`config.mk`:
```
export PLATFORM = sky130hd
export DESIGN_NAME = fcc_top
export DESIGN_NICKNAME = d
export VERILOG_FILES = /design/src/fcc_pkg.sv /design/src/fcc_chan.sv /design/src/fcc_div.sv /design/src/fcc_top.sv
export SDC_FILE = /design/constraint.sdc
export NUM_CORES = 1
export LEC_CHECK = 0
export BUFFER_PORTS_ARGS = -buffer_cell sky130_fd_sc_hd__buf_2
export CELL_PAD_IN_SITES_DETAIL_PLACEMENT = 2
export CELL_PAD_IN_SITES_GLOBAL_PLACEMENT = 2
export CORE_ASPECT_RATIO = 1.2
export CORE_MARGIN = 5
export CORE_UTILIZATION = 41
export CTS_CLUSTER_DIAMETER = 80
export DETAILED_ROUTE_END_ITERATION = 10
export GPL_ROUTABILITY_DRIVEN = 0
export PLACE_DENSITY_LB_ADDON = 0.1
export SLEW_MARGIN = 10
export SYNTH_ARGS = -nofsm -noshare
export SYNTH_HDL_FRONTEND = slang
export SYNTH_HIERARCHICAL = 1
export SYNTH_SLANG_ARGS = --single-unit
```
`constraint.sdc`:
```
create_clock -name aclk -period 23 [get_ports aclk]
set_input_delay 4.6 -clock aclk [delete_from_list [all_inputs] [get_ports aclk]]
set_output_delay 4.6 -clock aclk [all_outputs]
set_load 0.05 [all_outputs]
```
`src/fcc_pkg.sv`:
```
// Package of constants for the five-channel programmable counter.
// =====================================================================
// Notes on behaviour
// - Five independent counter channels, each sixteen bits wide.
// - Each channel counts up or down in plain binary, per its config.
// - A channel may take its steps from its lower neighbour's carry.
// - Counting runs only while the run bit and hardware gate allow.
// - Steps come from a selected external input or an internal source.
// - Wrap drives the output pin; it interrupts only when unmasked.
// - A programmable time reference is selectable as any count source.
// - Any input routes to any counter; gate level and edge selectable.
// - Five source and five gate inputs, isolated and TTL, are accepted.
// - One open-collector pin per channel shows its over- or underflow.
// - One more output gives a software-set frequency from the reference.
// - The identification register reads back a fixed module code.
package fcc_pkg;
  // =====================================================================
  // Register map, byte addresses on a 32-bit AXI4-Lite bus.
  localparam logic [7:0] ADDR_ID = 8'h00;
  localparam logic [7:0] ADDR_GCTRL = 8'h04;
  localparam logic [7:0] ADDR_STS = 8'h08;
  localparam logic [7:0] ADDR_MASK = 8'h0c;
  localparam logic [7:0] ADDR_TBDIV = 8'h10;
  localparam logic [7:0] ADDR_FDIV = 8'h14;
  localparam logic [7:0] ADDR_CH_BASE = 8'h20;
  localparam logic [7:0] ADDR_CH_END = 8'h6f;
  localparam logic [3:0] CH_CFG = 4'h0;
  localparam logic [3:0] CH_RLD = 4'h4;
  localparam logic [3:0] CH_CNT = 4'h8;
  // =====================================================================
  // Field positions.
  localparam int GCTRL_RUN_LSB = 0;
  localparam int GCTRL_CHAIN_LSB = 8;
  localparam int CFG_UP = 0;
  localparam int CFG_HWGATE = 1;
  localparam int CFG_GATE_HIGH = 2;
  localparam int CFG_FALL = 3;
  localparam int CFG_LEVEL_OUT = 4;
  localparam int CFG_SRC_LSB = 8;
  localparam int CFG_GSEL_LSB = 12;
  // Source numbers 0-4 are source pins, 5-9 gate pins, 10 and 11 internal.
  localparam logic [3:0] SRC_TB = 4'ha;
  localparam logic [3:0] SRC_FOUT = 4'hb;
  // =====================================================================
  // Reset values and timing.
  localparam logic [15:0] CFG_RST = 16'h0001;
  localparam logic [15:0] CNT_RST = 16'h0000;
  localparam longint CLK_HZ = 125_000_000;
  localparam longint TB_HZ = 5_000_000;
  localparam logic [15:0] TB_DIV_RST = 16'(CLK_HZ / TB_HZ - 1);
  localparam logic [15:0] FDIV_RST = 16'h0000;
  localparam logic [1:0] RESP_OKAY = 2'h0;
  localparam logic [1:0] RESP_SLVERR = 2'h2;
endpackage

```
`src/fcc_chan.sv`:
```
// One sixteen-bit up/down counter with reload on over- or underflow.
`timescale 1ns/1ps
module fcc_chan #(
  parameter int W = 16
) (
  // Clock and reset
  input wire logic aclk,
  input wire logic aresetn,
  // Control
  input wire logic step,
  input wire logic up,
  input wire logic load,
  input wire logic [W-1:0] load_val,
  input wire logic [W-1:0] reload_val,
  // Results
  output logic [W-1:0] count,
  output logic carry
);
  typedef struct packed {
    logic [W-1:0] cnt;
  } fcc_chan_s;
  fcc_chan_s q, d;

  assign count = q.cnt;
  // Carry is combinational so a chain of channels steps in the same cycle.
  assign carry = step && (up ? (&q.cnt) : (q.cnt == '0));

  always_comb
  begin
    d = q;
    if (load)
      d.cnt = load_val;
    else if (carry)
      d.cnt = reload_val;
    else if (step)
      d.cnt = up ? W'(q.cnt + 1'b1) : W'(q.cnt - 1'b1);
  end

  always_ff @(posedge aclk)
  begin
    if (!aresetn)
      q.cnt <= fcc_pkg::CNT_RST;
    else
      q <= d;
  end
endmodule

```
`src/fcc_div.sv`:
```
// Programmable divider giving a one-cycle tick and a square wave.
`timescale 1ns/1ps
module fcc_div #(
  parameter int W = 16
) (
  // Clock and reset
  input wire logic aclk,
  input wire logic aresetn,
  // Control
  input wire logic en,
  input wire logic [W-1:0] div,
  // Results
  output logic tick,
  output logic square
);
  typedef struct packed {
    logic [W-1:0] cnt;
    logic sq;
  } fcc_div_s;
  fcc_div_s q, d;

  // The tick lasts one enabled step every div+1 steps.
  assign tick = en && (q.cnt >= div);
  assign square = q.sq;

  always_comb
  begin
    d = q;
    if (en)
    begin
      d.cnt = tick ? '0 : W'(q.cnt + 1'b1);
      if (tick)
        d.sq = !q.sq;
    end
  end

  always_ff @(posedge aclk)
  begin
    if (!aresetn)
      q <= '0;
    else
      q <= d;
  end
endmodule

```
`src/fcc_top.sv`:
```
// Five-channel counter with AXI4-Lite registers, interrupts and outputs.
`timescale 1ns/1ps
module fcc_top #(
  parameter int NCH = 5,
  parameter int CW = 16,
  // Arbitrary neutral identification value.
  parameter logic [15:0] MODULE_ID = 16'h00a5
) (
  // Clock and reset
  input wire logic aclk,
  input wire logic aresetn,
  // AXI4-Lite write address
  input wire logic [7:0] s_axi_awaddr,
  input wire logic s_axi_awvalid,
  output logic s_axi_awready,
  // AXI4-Lite write data
  input wire logic [31:0] s_axi_wdata,
  input wire logic [3:0] s_axi_wstrb,
  input wire logic s_axi_wvalid,
  output logic s_axi_wready,
  // AXI4-Lite write response
  output logic [1:0] s_axi_bresp,
  output logic s_axi_bvalid,
  input wire logic s_axi_bready,
  // AXI4-Lite read address
  input wire logic [7:0] s_axi_araddr,
  input wire logic s_axi_arvalid,
  output logic s_axi_arready,
  // AXI4-Lite read data
  output logic [31:0] s_axi_rdata,
  output logic [1:0] s_axi_rresp,
  output logic s_axi_rvalid,
  input wire logic s_axi_rready,
  // Field inputs, isolated active high, TTL active low
  input wire logic [NCH-1:0] src_iso,
  input wire logic [NCH-1:0] gate_iso,
  input wire logic [NCH-1:0] src_ttl_n,
  input wire logic [NCH-1:0] gate_ttl_n,
  // Open-collector outputs, pin low while enable is high
  output logic [NCH-1:0] cnt_out_o,
  output logic [NCH-1:0] cnt_out_oe,
  output logic fout_o,
  output logic fout_oe,
  // Interrupt
  output logic irq
);
  // =====================================================================
  // State.
  localparam int NLV = 2 * NCH + 2;

  typedef struct packed {
    logic aw_got;
    logic w_got;
    logic [7:0] awaddr;
    logic [31:0] wdata;
    logic [3:0] wstrb;
    logic bvalid;
    logic [1:0] bresp;
    logic rvalid;
    logic [31:0] rdata;
    logic [1:0] rresp;
    logic [NCH-1:0] run;
    logic [NCH-1:0] chain;
    logic [NCH-1:0] sts;
    logic [NCH-1:0] mask;
    logic [15:0] tb_div;
    logic [15:0] fout_div;
    logic [NCH-1:0][15:0] cfg;
    logic [NCH-1:0][CW-1:0] rld;
    logic [NLV-1:0] lvl_prev;
    logic [NCH-1:0] out;
    logic fout;
  } fcc_top_s;

  fcc_top_s q, d;
  logic [NCH-1:0] ld;
  logic [CW-1:0] ld_val;
  logic [NCH-1:0] step;
  logic [NCH-1:0] carry;
  logic [NCH-1:0][CW-1:0] count;
  logic [NLV-1:0] lvl;
  logic tb_tick;
  logic fout_sq;

  // =====================================================================
  // Input conditioning and internal time reference.
  // The TTL inputs carry inverted levels and are ORed onto the isolated.
  assign lvl[NCH-1:0] = src_iso | ~src_ttl_n;
  assign lvl[2*NCH-1:NCH] = gate_iso | ~gate_ttl_n;
  assign lvl[NLV-2] = tb_tick;
  assign lvl[NLV-1] = fout_sq;

  fcc_div #(.W(16)) u_tb (
    .aclk(aclk),
    .aresetn(aresetn),
    .en(1'b1),
    .div(q.tb_div),
    .tick(tb_tick),
    .square()
  );

  fcc_div #(.W(16)) u_fout (
    .aclk(aclk),
    .aresetn(aresetn),
    .en(tb_tick),
    .div(q.fout_div),
    .tick(),
    .square(fout_sq)
  );

  // =====================================================================
  // Counter channels.
  genvar gi;
  generate
    for (gi = 0; gi < NCH; gi++)
    begin : g_ch
      logic [3:0] src_sel;
      logic [3:0] gate_sel;
      logic cur;
      logic prv;
      logic edge_hit;
      logic src_step;
      logic gate_raw;
      logic gate_ok;
      logic chained;

      assign src_sel = q.cfg[gi][fcc_pkg::CFG_SRC_LSB +: 4];
      assign gate_sel = q.cfg[gi][fcc_pkg::CFG_GSEL_LSB +: 4];
      assign cur = (int'(src_sel) < NLV) ? lvl[src_sel] : 1'b0;
      assign prv = (int'(src_sel) < NLV) ? q.lvl_prev[src_sel] : 1'b0;
      // Edge select: falling when the bit is set, else rising.
      assign edge_hit = q.cfg[gi][fcc_pkg::CFG_FALL] ? (prv && !cur)
        : (cur && !prv);
      // The time reference is already a one-cycle tick, so no edge is taken.
      assign src_step = (src_sel == fcc_pkg::SRC_TB) ? tb_tick
        : edge_hit;
      assign gate_raw = (int'(gate_sel) < NLV) ? lvl[gate_sel] : 1'b0;
      assign gate_ok = !q.cfg[gi][fcc_pkg::CFG_HWGATE]
        || (gate_raw == q.cfg[gi][fcc_pkg::CFG_GATE_HIGH]);
      if (gi == 0)
      begin : g_first
        assign chained = 1'b0;
      end
      else
      begin : g_next
        assign chained = q.chain[gi] && carry[gi-1];
      end
      assign step[gi] = q.run[gi] && gate_ok
        && (q.chain[gi] ? chained : src_step);

      fcc_chan #(.W(CW)) u_chan (
        .aclk(aclk),
        .aresetn(aresetn),
        .step(step[gi]),
        .up(q.cfg[gi][fcc_pkg::CFG_UP]),
        .load(ld[gi]),
        .load_val(ld_val),
        .reload_val(q.rld[gi]),
        .count(count[gi]),
        .carry(carry[gi])
      );
    end
  endgenerate

  // =====================================================================
  // Helpers.
  function automatic logic [31:0] merge(input logic [31:0] old,
    input logic [31:0] nw, input logic [3:0] strb);
    logic [31:0] r;
    r = old;
    for (int b = 0; b < 4; b++)
      if (strb[b])
        r[8*b +: 8] = nw[8*b +: 8];
    return r;
  endfunction

  function automatic logic is_ch(input logic [7:0] a);
    return (a >= fcc_pkg::ADDR_CH_BASE) && (a <= fcc_pkg::ADDR_CH_END);
  endfunction

  // =====================================================================
  // Bus slave, register file, interrupts and outputs.
  assign s_axi_awready = !q.aw_got && !q.bvalid;
  assign s_axi_wready = !q.w_got && !q.bvalid;
  assign s_axi_arready = !q.rvalid;
  assign s_axi_bvalid = q.bvalid;
  assign s_axi_bresp = q.bresp;
  assign s_axi_rvalid = q.rvalid;
  assign s_axi_rdata = q.rdata;
  assign s_axi_rresp = q.rresp;

  always_comb
  begin
    logic [7:0] wa;
    logic [7:0] ra;
    logic [31:0] wv;
    logic [31:0] rv;
    logic rerr;
    logic werr;
    int wc;
    int rc;
    d = q;
    ld = '0;
    wa = q.awaddr;
    ra = s_axi_araddr;
    wv = '0;
    rv = '0;
    rerr = 1'b0;
    werr = 1'b0;
    wc = 0;
    rc = 0;
    ld_val = '0;
    d.lvl_prev = lvl;

    // Channel events: sticky status, set wins over a clear below.
    for (int i = 0; i < NCH; i++)
    begin
      if (q.cfg[i][fcc_pkg::CFG_LEVEL_OUT])
        d.out[i] = carry[i] ? !q.out[i] : q.out[i];
      else
        d.out[i] = carry[i];
    end
    d.fout = fout_sq;

    // Write channel: take address and data in either order.
    if (s_axi_awvalid && s_axi_awready)
    begin
      d.aw_got = 1'b1;
      d.awaddr = s_axi_awaddr;
    end
    if (s_axi_wvalid && s_axi_wready)
    begin
      d.w_got = 1'b1;
      d.wdata = s_axi_wdata;
      d.wstrb = s_axi_wstrb;
    end
    if (q.aw_got && q.w_got)
    begin
      d.aw_got = 1'b0;
      d.w_got = 1'b0;
      d.bvalid = 1'b1;
      wc = int'(wa - fcc_pkg::ADDR_CH_BASE) >> 4;
      if (wa == fcc_pkg::ADDR_GCTRL)
      begin
        wv = merge({19'h0, q.chain, 3'h0, q.run}, q.wdata, q.wstrb);
        d.run = wv[fcc_pkg::GCTRL_RUN_LSB +: NCH];
        d.chain = wv[fcc_pkg::GCTRL_CHAIN_LSB +: NCH] & ~NCH'(1);
      end
      else if (wa == fcc_pkg::ADDR_STS)
      begin
        wv = merge('0, q.wdata, q.wstrb);
        d.sts = q.sts & ~wv[NCH-1:0];
      end
      else if (wa == fcc_pkg::ADDR_MASK)
      begin
        wv = merge({27'h0, q.mask}, q.wdata, q.wstrb);
        d.mask = wv[NCH-1:0];
      end
      else if (wa == fcc_pkg::ADDR_TBDIV)
      begin
        wv = merge({16'h0, q.tb_div}, q.wdata, q.wstrb);
        d.tb_div = wv[15:0];
      end
      else if (wa == fcc_pkg::ADDR_FDIV)
      begin
        wv = merge({16'h0, q.fout_div}, q.wdata, q.wstrb);
        d.fout_div = wv[15:0];
      end
      else if (is_ch(wa) && wa[3:0] == fcc_pkg::CH_CFG)
      begin
        wv = merge({16'h0, q.cfg[wc]}, q.wdata, q.wstrb);
        d.cfg[wc] = wv[15:0];
      end
      else if (is_ch(wa) && wa[3:0] == fcc_pkg::CH_RLD)
      begin
        wv = merge({16'h0, q.rld[wc]}, q.wdata, q.wstrb);
        d.rld[wc] = wv[CW-1:0];
      end
      else if (is_ch(wa) && wa[3:0] == fcc_pkg::CH_CNT)
      begin
        wv = merge({16'h0, count[wc]}, q.wdata, q.wstrb);
        ld[wc] = 1'b1;
        ld_val = wv[CW-1:0];
      end
      else if (wa != fcc_pkg::ADDR_ID)
        werr = 1'b1;
      d.bresp = werr ? fcc_pkg::RESP_SLVERR : fcc_pkg::RESP_OKAY;
    end
    d.sts = d.sts | carry;
    if (q.bvalid && s_axi_bready)
      d.bvalid = 1'b0;

    // Read channel: one read at a time, answer on the following cycle.
    if (s_axi_arvalid && s_axi_arready)
    begin
      rc = int'(ra - fcc_pkg::ADDR_CH_BASE) >> 4;
      if (ra == fcc_pkg::ADDR_ID)
        rv = {16'h0, MODULE_ID};
      else if (ra == fcc_pkg::ADDR_GCTRL)
        rv = {19'h0, q.chain, 3'h0, q.run};
      else if (ra == fcc_pkg::ADDR_STS)
        rv = {27'h0, q.sts};
      else if (ra == fcc_pkg::ADDR_MASK)
        rv = {27'h0, q.mask};
      else if (ra == fcc_pkg::ADDR_TBDIV)
        rv = {16'h0, q.tb_div};
      else if (ra == fcc_pkg::ADDR_FDIV)
        rv = {16'h0, q.fout_div};
      else if (is_ch(ra) && ra[3:0] == fcc_pkg::CH_CFG)
        rv = {16'h0, q.cfg[rc]};
      else if (is_ch(ra) && ra[3:0] == fcc_pkg::CH_RLD)
        rv = {16'h0, q.rld[rc]};
      else if (is_ch(ra) && ra[3:0] == fcc_pkg::CH_CNT)
        rv = {16'h0, count[rc]};
      else
        rerr = 1'b1;
      d.rvalid = 1'b1;
      d.rdata = rv;
      d.rresp = rerr ? fcc_pkg::RESP_SLVERR : fcc_pkg::RESP_OKAY;
    end
    else if (q.rvalid && s_axi_rready)
      d.rvalid = 1'b0;
  end

  always_ff @(posedge aclk)
  begin
    if (!aresetn)
    begin
      q <= '0;
      q.run <= '0;
      q.mask <= '0;
      q.tb_div <= fcc_pkg::TB_DIV_RST;
      q.fout_div <= fcc_pkg::FDIV_RST;
      for (int i = 0; i < NCH; i++)
      begin
        q.cfg[i] <= fcc_pkg::CFG_RST;
        q.rld[i] <= fcc_pkg::CNT_RST;
      end
    end
    else
      q <= d;
  end

  // =====================================================================
  // Pins and interrupt. Open collector: the pin is only ever pulled low.
  assign cnt_out_o = '0;
  assign cnt_out_oe = q.out;
  assign fout_o = 1'b0;
  assign fout_oe = q.fout;
  assign irq = |(q.sts & q.mask);
endmodule

```
# After elaboration in Yosys (flattened, before gate mapping)
# Index checks and enable logic that the tools add are counted.
dict set report word_totals {
  reg_bits 408
  input_bits 79
  out_inout_bits 54
  elab_cells 463
}
dict set report op_classes {
  addsub 14
  magnitude_cmp 29
  eq_ne 29
  n_mux 222
  bitwise 15
  n_reduce_logical 111
}
# cell count
set op_table {}
lappend op_table {{$mux 16} 48}
lappend op_table {{$mux 202} 2}
lappend op_table {{$mux 8} 40}
lappend op_table {{$bmux 16 s3} 6}
lappend op_table {{$mux 80} 3}
lappend op_table {{$mux 197} 1}
lappend op_table {{$mux 192} 1}
lappend op_table {{$mux 176} 1}
lappend op_table {{$bwmux 80} 2}
lappend op_table {{$mux 160} 1}
lappend op_table {{$add 16x1->16 const B} 7}
lappend op_table {{$mux 1} 82}
lappend op_table {{$logic_not 16->1} 5}
lappend op_table {{$mux 5} 16}
lappend op_table {{$reduce_and 16->1} 5}
lappend op_table {{$sub 16x1->16 const B} 5}
lappend op_table {{$bmux 1 s4} 15}
lappend op_table {{$lt 28x4->1 const B} 2}
lappend op_table {{$lt 4x5->1 const B} 10}
lappend op_table {{$demux 16 s3} 1}
lappend op_table {{$logic_and 1x1->1} 47}
lappend op_table {{$lt 4x4->1 const B} 10}
lappend op_table {{$eq 8x4->1 const B} 4}
lappend op_table {{$eq 8x5->1 const B} 4}
lappend op_table {{other kinds (31)} 102}

# Logic depth before layout (Yosys ltp)
# Gate-level depths: netlist of the first run.
dict set report logic_depth {
  depth_word 29
  ltp_mapped 46
  depth_no_buf 39
}

# Modules after synthesis
# Netlist of the first run, hierarchy kept.
# module instances cells_each area_per_inst_um2 seq_area_each_um2
set by_module_without_submodules {}
lappend by_module_without_submodules {fcc_top 1 2207 18301.3 5525.3}
lappend by_module_without_submodules {{fcc_chan (g_ch[0].u_chan ...)} 4 214 1666.6 320.3}
lappend by_module_without_submodules {fcc_div 2 144 1187.4 340.3}
lappend by_module_without_submodules {{fcc_chan (g_ch[2].u_chan)} 1 243 1790.5 320.3}

# Worst setup path after synthesis of the first run
# No wires, ideal clock.
dict set report synth_timing {
  path_type {input port to flip-flop}
  startpoint {in src_ttl_n[0]}
  endpoint {reg g_ch[4].u_chan.q, in the netlist g_ch[4].u_chan/count[1]}
  setup_time_ns 0.121
  arrival_ns 11.508
  required_time_ns 22.879
  setup_slack_ns 11.371
  stages 41
  n_path_buf 7
  cell_sequence {nor2b_1 -> clkbuf_1 -> mux4_2 -> or3_1 -> a211oi_1 -> a21oi_1 -> a221oi_1 -> buf_6 -> nand4_1 -> nor3_1 -> nand4_1 -> nand2_1 -> o21ai_0 -> a211oi_1 -> buf_6 -> nand4_1 -> nor3_1 -> nand4_1 -> [5 not listed] -> o21ai_0 -> a221oi_1 -> buf_6 -> nand4_1 -> nor3_1 -> nand4_1 -> nand2_1 -> o21ai_0 -> a221oi_1 -> buf_6 -> nor4b_4 -> and3_1 -> a32o_1 -> buf_6 -> buf_6 -> nor2_1 -> a211oi_1 -> o2bb2ai_1}
}
dict set report synth_between {
  elab_chain_len 29
  word_cells_on_any_way 93
  cone_classes {eq/ne: 5; mux: 46; bitwise: 2; reduce/logical: 40}
}
# element line_no
set synth_rtl {}
lappend synth_rtl {{start: declaration} fcc_top.sv:37} ;# input wire logic [NCH-1:0] src_ttl_n,
lappend synth_rtl {{$not 5->5 (*)} fcc_top.sv:88} ;# assign lvl[NCH-1:0] = src_iso | ~src_ttl_n;
lappend synth_rtl {{$or 5x5->5 (*)} fcc_top.sv:88}
lappend synth_rtl {{$bmux 1 s4} fcc_top.sv:129} ;# assign cur = (int'(src_sel) < NLV) ? lvl[src_sel] : 1'b0;
lappend synth_rtl {{$mux 1 (not written as such)} fcc_top.sv:129}
lappend synth_rtl {{$mux 1} fcc_top.sv:129}
lappend synth_rtl {{$logic_not 1->1} fcc_top.sv:132} ;# assign edge_hit = q.cfg[gi][fcc_pkg::CFG_FALL] ? (prv && !cur)
lappend synth_rtl {{$logic_and 1x1->1} fcc_top.sv:132}
lappend synth_rtl {{$mux 1} fcc_top.sv:132}
lappend synth_rtl {{[2 not listed]} --}
lappend synth_rtl {{named net step[0]} fcc_top.sv:78} ;# logic [NCH-1:0] step;
lappend synth_rtl {{[1 not listed]} --}
lappend synth_rtl {{named net carry[0]} fcc_top.sv:79} ;# logic [NCH-1:0] carry;
lappend synth_rtl {{[3 not listed]} --}
lappend synth_rtl {{named net step[1]} fcc_top.sv:78}
lappend synth_rtl {{[1 not listed]} --}
lappend synth_rtl {{named net carry[1]} fcc_top.sv:79}
lappend synth_rtl {{[3 not listed]} --}
lappend synth_rtl {{named net step[2]} fcc_top.sv:78}
lappend synth_rtl {{[1 not listed]} --}
lappend synth_rtl {{named net carry[2]} fcc_top.sv:79}
lappend synth_rtl {{[3 not listed]} --}
lappend synth_rtl {{named net step[3]} fcc_top.sv:78}
lappend synth_rtl {{[1 not listed]} --}
lappend synth_rtl {{named net carry[3]} fcc_top.sv:79}
lappend synth_rtl {{$logic_and 1x1->1 (*)} fcc_top.sv:146} ;# assign chained = q.chain[gi] && carry[gi-1];
lappend synth_rtl {{$mux 1 (*)} fcc_top.sv:149} ;# && (q.chain[gi] ? chained : src_step);
lappend synth_rtl {{$logic_and 1x1->1 (*)} fcc_top.sv:149}
lappend synth_rtl {{named net step[4]} fcc_top.sv:78}
lappend synth_rtl {{$logic_and 1x1->1} fcc_chan.sv:26} ;# assign carry = step && (up ? (&q.cnt) : (q.cnt == '0));
lappend synth_rtl {{$mux 16} fcc_chan.sv:33} ;# else if (carry)
lappend synth_rtl {{$mux 16} fcc_chan.sv:31} ;# if (load)
lappend synth_rtl {{end: declaration} fcc_chan.sv:22} ;# fcc_chan_s q, d;
# Mark *: on every way through the listed nets, which the timed path passes. The rest lies on a longest branch. The select of a mux whose other input is x is not followed.
# A chain may end at the register's enable or synchronous reset.

# Worst setup path in the final report of the first run
dict set report layout_timing {
  startpoint {in gate_iso[1]}
  endpoint {reg g_ch[4].u_chan.q, in the netlist g_ch[4].u_chan/count[8]}
}
dict set report layout_between {
  elab_chain_len 28
  word_cells_on_any_way 92
  cone_classes {eq/ne: 5; mux: 46; bitwise: 1; reduce/logical: 40}
}
# element line_no
set layout_rtl {}
lappend layout_rtl {{start: declaration} fcc_top.sv:36} ;# input wire logic [NCH-1:0] gate_iso,
lappend layout_rtl {{$or 5x5->5 (*)} fcc_top.sv:89} ;# assign lvl[2*NCH-1:NCH] = gate_iso | ~gate_ttl_n;
lappend layout_rtl {{$bmux 1 s4} fcc_top.sv:129}
lappend layout_rtl {{$mux 1 (not written as such)} fcc_top.sv:129}
lappend layout_rtl {{$mux 1} fcc_top.sv:129}
lappend layout_rtl {{$logic_not 1->1} fcc_top.sv:132}
lappend layout_rtl {{$logic_and 1x1->1} fcc_top.sv:132}
lappend layout_rtl {{$mux 1} fcc_top.sv:132}
lappend layout_rtl {{$mux 1} fcc_top.sv:135} ;# assign src_step = (src_sel == fcc_pkg::SRC_TB) ? tb_tick
lappend layout_rtl {{[1 not listed]} --}
lappend layout_rtl {{named net step[0]} fcc_top.sv:78}
lappend layout_rtl {{[1 not listed]} --}
lappend layout_rtl {{named net carry[0]} fcc_top.sv:79}
lappend layout_rtl {{[3 not listed]} --}
lappend layout_rtl {{named net step[1]} fcc_top.sv:78}
lappend layout_rtl {{[1 not listed]} --}
lappend layout_rtl {{named net carry[1]} fcc_top.sv:79}
lappend layout_rtl {{[3 not listed]} --}
lappend layout_rtl {{named net step[2]} fcc_top.sv:78}
lappend layout_rtl {{[1 not listed]} --}
lappend layout_rtl {{named net carry[2]} fcc_top.sv:79}
lappend layout_rtl {{[3 not listed]} --}
lappend layout_rtl {{named net step[3]} fcc_top.sv:78}
lappend layout_rtl {{[1 not listed]} --}
lappend layout_rtl {{named net carry[3]} fcc_top.sv:79}
lappend layout_rtl {{$logic_and 1x1->1 (*)} fcc_top.sv:146}
lappend layout_rtl {{$mux 1 (*)} fcc_top.sv:149}
lappend layout_rtl {{$logic_and 1x1->1 (*)} fcc_top.sv:149}
lappend layout_rtl {{named net step[4]} fcc_top.sv:78}
lappend layout_rtl {{$logic_and 1x1->1} fcc_chan.sv:26}
lappend layout_rtl {{$mux 16} fcc_chan.sv:33}
lappend layout_rtl {{$mux 16} fcc_chan.sv:31}
# Marked as above.

==> flow_summary.json, run 1 <==
{
  "dieArea_um2": 76300,
  "r2r-start": "q[209]",
  "stdcell_area_um2": 31200,
  "path_class": "input pin to flip-flop",
  "core_um2": 70700,
  "synth_area_per_cell_um2": 8.11,
  "cts_root_buffer": "clkbuf_16",
  "numCtsBuffers": 48,
  "hold_viol_final": 0,
  "numPortBuffers": 90,
  "syn_inst": 3583,
  "violations": "capacitance limit",
  "vdd_drop_max_mv": 0.0532,
  "fin_skew_ns": 0.0352,
  "detail-route-antenna-nets": 0,
  "initial_utilization_pct": 41.1,
  "r2r_cells": 45,
  "grt_use_total_pct": 35.1,
  "dp_hpwl_mm": 103,
  "period_share_pct": 63.7,
  "areaGrowthSynthToFinish_pct": 7.51,
  "wl_mm": 139,
  "cts.sinks": 389,
  "overflow": 0,
  "drv_slew": 0,
  "drt-initial-drc-count": 2473,
  "clock_latency_ns": 0.63,
  "cts_hold_buf": 0,
  "slowest_delay_ns": 0.91,
  "via_per_inst": 6.65,
  "power_mw": 1.67,
  "max_freq_ghz": 0.0683,
  "drt_first_pass_iters": 6,
  "num_vias": 29700,
  "setup-violations-final": 0,
  "cts-resized-gates": 0,
  "synth.yosys.warnings": 6,
  "drive_above_1_share_pct": 13.7,
  "fin_ws_ns": 8.36,
  "cts_buffer_depth": 3,
  "grt_pass1_wl_mm": 206,
  "cts_htree_levels": 2,
  "powerDensity_nw_per_um2": 53.5,
  "crit_top_cell": "nand4_1",
  "rr_endpoint": "g_ch[4].u_chan/count[8]",
  "worst_pin_slew_ns": 1.47,
  "io_pins": 133,
  "die_h_um": 302,
  "cp-startpoint": "gate_iso[1]",
  "fin_crit_ns": 14.64,
  "rows": 107,
  "wire_per_inst_um": 31.2,
  "postCtsSetupBuffers": 0,
  "drv_cap": 1,
  "relSlewSlack_pct": 1.35,
  "place_ws_ns": 7.98,
  "fp.dieW_um": 253,
  "p_leak_nw": 11.1,
  "nets": 3703,
  "status": "complete, but fails checks",
  "grt_pass1_vias": 31600,
  "end_kind": "flip-flop",
  "syn_area_um2": 29100,
  "cts_tree": "yes",
  "rsz0062_at_grt": "false",
  "arrival_ns": 15.14,
  "reg2reg_slack_ns": 10.66,
  "start_kind": "input pin",
  "min_path_type": "flip-flop to flip-flop",
  "fin_setup_tns_ns": 0,
  "post-route-util_pct": 44.2,
  "grt_max_degree": 75,
  "critPathSlowestCell": "a32o_1",
  "cp-endpoint": "g_ch[4].u_chan/count[8]",
  "clk_pin_slew_worst_paths_ns": 0.06,
  "antenna_found_initial": 2,
  "critical_path.max_fanout": 26,
  "crit_required_ns": 23.50,
  "placed_cell_area_um2": 29600,
  "drc": 0
}
==> worst max-delay path: cells and delay by family <==
kind                   cells  cell delay [ns]
AO/OA/AOI/OAI             13             3.37
XOR/XNOR                   1             0.22
buffers and inverters      7             1.69
AND/OR/NAND/NOR           18             4.59
multiplexers               1             0.57
==> where the power goes <==
group          internal (mW)  switching (mW)
combinational         0.0524           0.128
sequential             0.680          0.0129
clock                  0.461           0.336
==> cells in the final DEF, fill, tap and decap left out, types with 26 or more instances in the layout <==
| cell type | instances |
|---|---|
| o22ai_1 | 35 |
| a21o_1 | 28 |
| nor2b_1 | 79 |
| clkbuf_16 | 50 |
| a21boi_1 | 48 |
| and3_1 | 36 |
| a211oi_1 | 36 |
| inv_1 | 111 |
| nor2_1 | 216 |
| a22oi_1 | 56 |
| nor3_1 | 55 |
| buf_2 | 88 |
| conb_1 | 29 |
| mux2_2 | 44 |
| nand3_1 | 132 |
| nand2_1 | 461 |
| buf_4 | 48 |
| mux2i_1 | 75 |
| nand4_1 | 49 |
| a21oi_1 | 253 |
| ha_1 | 109 |
| mux4_2 | 76 |
| a31oi_1 | 39 |
| o21ai_0 | 147 |
| nand2b_1 | 46 |
| o21ai_1 | 73 |
| a21boi_0 | 82 |
| dfxtp_1 | 387 |
| o211ai_1 | 26 |
| xor2_1 | 44 |
| o21ai_2 | 32 |
| o2bb2ai_1 | 33 |
| nand3_2 | 27 |
| or3_1 | 32 |
| xnor2_1 | 50 |
==> metal layers <==
metal | global-route usage, % | vias to the layer above | part of all wire [%]
met4 | 23.7 | 0 | 8.6
met3 | 5.60 | 482 | 6.5
li1 | - | 12900 | -
met2 | 59.9 | 1251 | 47
met1 | 40.3 | 15100 | 37
met5 | 0 | - | 0
==> area by class of cell <==
class	count	area (µm²)
sequential	389	7790
timing repair buffer	137	816
tap	926	1160
fill	7971	39500
inverter	112	420
antenna	4	10.0
clock buffer	72	1420
multi-input combinational	2820	19400
clock inverter	12	178
==> stage by stage <==
stage	std cells	hold WS [ns]
final	4472	0.486
after global routing	4468	0.503
after CTS	4468	0.483
after detailed placement	4384	0.474
after global placement	4384	0.462
after floorplan	3610	0.445
==> worst min-delay path by stage <==
stage	end	slack [ns]	start	depth (start not counted)
after floorplan	flip-flop	0.45	flip-flop	2
final	flip-flop	0.49	flip-flop	2
after global routing	flip-flop	0.50	flip-flop	2
after detailed placement	flip-flop	0.47	flip-flop	2
after CTS	flip-flop	0.48	flip-flop	2
after global placement	q[268]	0.46	q[268]	2
Note: power is estimated with default switching activity, not from simulation.
==> run 2: changes to the inputs <==
--- a/config.mk
+++ b/config.mk
@@ -5,12 +5,13 @@
 export SDC_FILE = /design/constraint.sdc
 export NUM_CORES = 1
 export LEC_CHECK = 0
+export ABC_AREA = 1
 export BUFFER_PORTS_ARGS = -buffer_cell sky130_fd_sc_hd__buf_2
 export CELL_PAD_IN_SITES_DETAIL_PLACEMENT = 2
 export CELL_PAD_IN_SITES_GLOBAL_PLACEMENT = 2
 export CORE_ASPECT_RATIO = 1.2
 export CORE_MARGIN = 5
-export CORE_UTILIZATION = 41
+export CORE_UTILIZATION = 31
 export CTS_CLUSTER_DIAMETER = 80
 export DETAILED_ROUTE_END_ITERATION = 10
 export GPL_ROUTABILITY_DRIVEN = 0
==> constraint.sdc (replaced) <==
create_clock -name aclk -period 13.1 [get_ports aclk]
set_input_delay 2.62 -clock aclk [delete_from_list [all_inputs] [get_ports aclk]]
set_output_delay 2.62 -clock aclk [all_outputs]
set_load 0.05 [all_outputs]
==> run 2 against run 1 <==
Against the previous run: the flow now finishes without violations; total power up 94%; die area rose by 32%; final area increased by 3.9%; count of clock-buffer cells in the layout is 7 lower; clock skew is 0.031 ns higher; hold slack worse by 0.025 ns; utilization decreased by 9.6 points; worst setup slack got worse by 5.7 ns; sequential power increased by 75%; critical path type unchanged; largest cell class unchanged.
==> flow_summary.json, run 2 <==
{
  "status": "finished, final reports clean",
  "synth_area_per_cell_um2": 6.12,
  "relSlewSlack_pct": 13.0,
  "setup-violations-final": 0,
  "cts_htree_levels": 2,
  "stdcell_area_um2": 32500,
  "cts_root_buffer": "clkbuf_16",
  "synth.yosys.warnings": 6,
  "num_vias": 33600,
  "antenna_found_initial": 3,
  "rsz0062_at_grt": "false",
  "via_per_inst": 5.54,
  "numCtsBuffers": 50,
  "fp.dieW_um": 290,
  "cts-resized-gates": 0,
  "path_class": "input pin to flip-flop",
  "grt_pass1_vias": 34600,
  "postCtsSetupBuffers": 0,
  "end_kind": "flip-flop",
  "fin_crit_ns": 10.48,
  "dp_hpwl_mm": 116,
  "grt_use_total_pct": 29.3,
  "areaGrowthSynthToFinish_pct": 11.0,
  "crit_top_cell": "inv_1",
  "cts_buffer_depth": 3,
  "r2r_cells": 47,
  "crit_required_ns": 13.65,
  "critPathSlowestCell": "nor2_1",
  "clock_latency_ns": 0.65,
  "syn_area_um2": 29200,
  "overflow": 0,
  "drv_cap": 0,
  "grt_max_degree": 154,
  "final_common_cell": "nand2_1",
  "wl_mm": 155,
  "min_path_type": "flip-flop to flip-flop",
  "die_h_um": 346,
  "fin_setup_tns_ns": 0,
  "syn_inst": 4781,
  "powerDensity_nw_per_um2": 100,
  "rows": 123,
  "critical_path.max_fanout": 27,
  "nets": 4966,
  "clk_pin_slew_worst_paths_ns": 0.06,
  "period_share_pct": 80.0,
  "detail-route-antenna-nets": 0,
  "max_freq_ghz": 0.0954,
  "io_pins": 133,
  "p_leak_nw": 14.2,
  "hold_viol_final": 0,
  "arrival_ns": 11.03,
  "most-common-layout-cells": "nand2_1, inv_1, nor2_1, a21oi_1, o21ai_0",
  "core_um2": 93700,
  "drt-initial-drc-count": 2343,
  "grt_pass1_wl_mm": 228,
  "cts_hold_buf": 0,
  "fin_skew_ns": 0.0662,
  "wire_per_inst_um": 25.5,
  "dieArea_um2": 101000,
  "drv_slew": 0,
  "start_kind": "input pin",
  "numPortBuffers": 90,
  "holdPathStages": 2,
  "worst_pin_slew_ns": 1.29,
  "drt_first_pass_iters": 5,
  "cts.sinks": 389,
  "cts_tree": "yes",
  "vdd_drop_max_mv": 0.0989,
  "initial_utilization_pct": 31.2,
  "drive_above_1_share_pct": 7.67,
  "slowest_delay_ns": 0.63,
  "drc": 0,
  "placed_cell_area_um2": 30600
}
## run 2: cell types whose count changed in the layout (fill, tap and decap cells not counted), moves of 71 or more
| cell | delta |
|---|---|
| mux4_2 | -76 |
| nand3_1 | +161 |
| a21boi_0 | -80 |
| o21ai_0 | +268 |
| nor2_1 | +280 |
| nor2b_1 | -79 |
| a21oi_1 | +176 |
| inv_1 | +467 |
| mux2i_1 | -71 |
| nand2_1 | +771 |
## run 2: path summary, 6_finish.rpt
kind                             startpoint                       to  slack [ns]
worst max register to register       q[207]  g_ch[4].u_chan/count[3]        3.04
worst min register to register       q[305]                   q[305]        0.46
worst max-delay path            gate_iso[0]  g_ch[4].u_chan/count[3]        2.62
worst min-delay path                 q[305]                   q[305]        0.46
## run 2: through the flow
step | hold slack, ns | power (mW) | utilization [%] | cells | setup WS [ns]
final | 0.461 | 3.24 | 34.6 | 6065 | 2.62
after global routing | 0.489 | 3.34 | 34.6 | 6063 | 2.06
after CTS | 0.465 | 3.26 | 34.6 | 6063 | 2.56
after detailed placement | 0.456 | 1.67 | 32.6 | 5969 | 1.96
after global placement | 0.445 | 1.66 | 32.6 | 5969 | 2.14
after floorplan | 0.433 | 1.50 | - | 4804 | 5.19
## run 2: routing by layer
metal / GRT usage, % / wire length [µm] / up-vias
met2: 48.7 / 70500 / 961
met3: 4.20 / 8880 / 234
met5: 0 / 14 / -
met1: 38.7 / 68000 / 16800
met4: 11.3 / 7100 / 2
li1: - / - / 15700
## run 2: area by class of cell
class	count	area, µm²
Clock buffer	65	1450
Antenna cell	2	5.00
Clock inverter	29	407
Tap cell	1250	1560
Inverter	614	2310
Sequential cell	389	7790
Multi-Input combinational cell	3558	17900
Fill cell	11700	61300
Timing Repair Buffer	158	992
## run 2: power by group
group	leakage [nW]	switching [mW]	internal [mW]
Combinational	10.1	0.352	0.0944
Clock	0.912	0.641	0.944
Sequential	3.14	0.0168	1.20
## run 2: critical path: cells and delay by family
| kind | cells | cell delay [ns] |
|---|---|---|
| and+or+nand+nor | 18 | 3.96 |
| buffers and inverters | 14 | 2.90 |
| AOI/OAI and AO/OA | 9 | 1.49 |
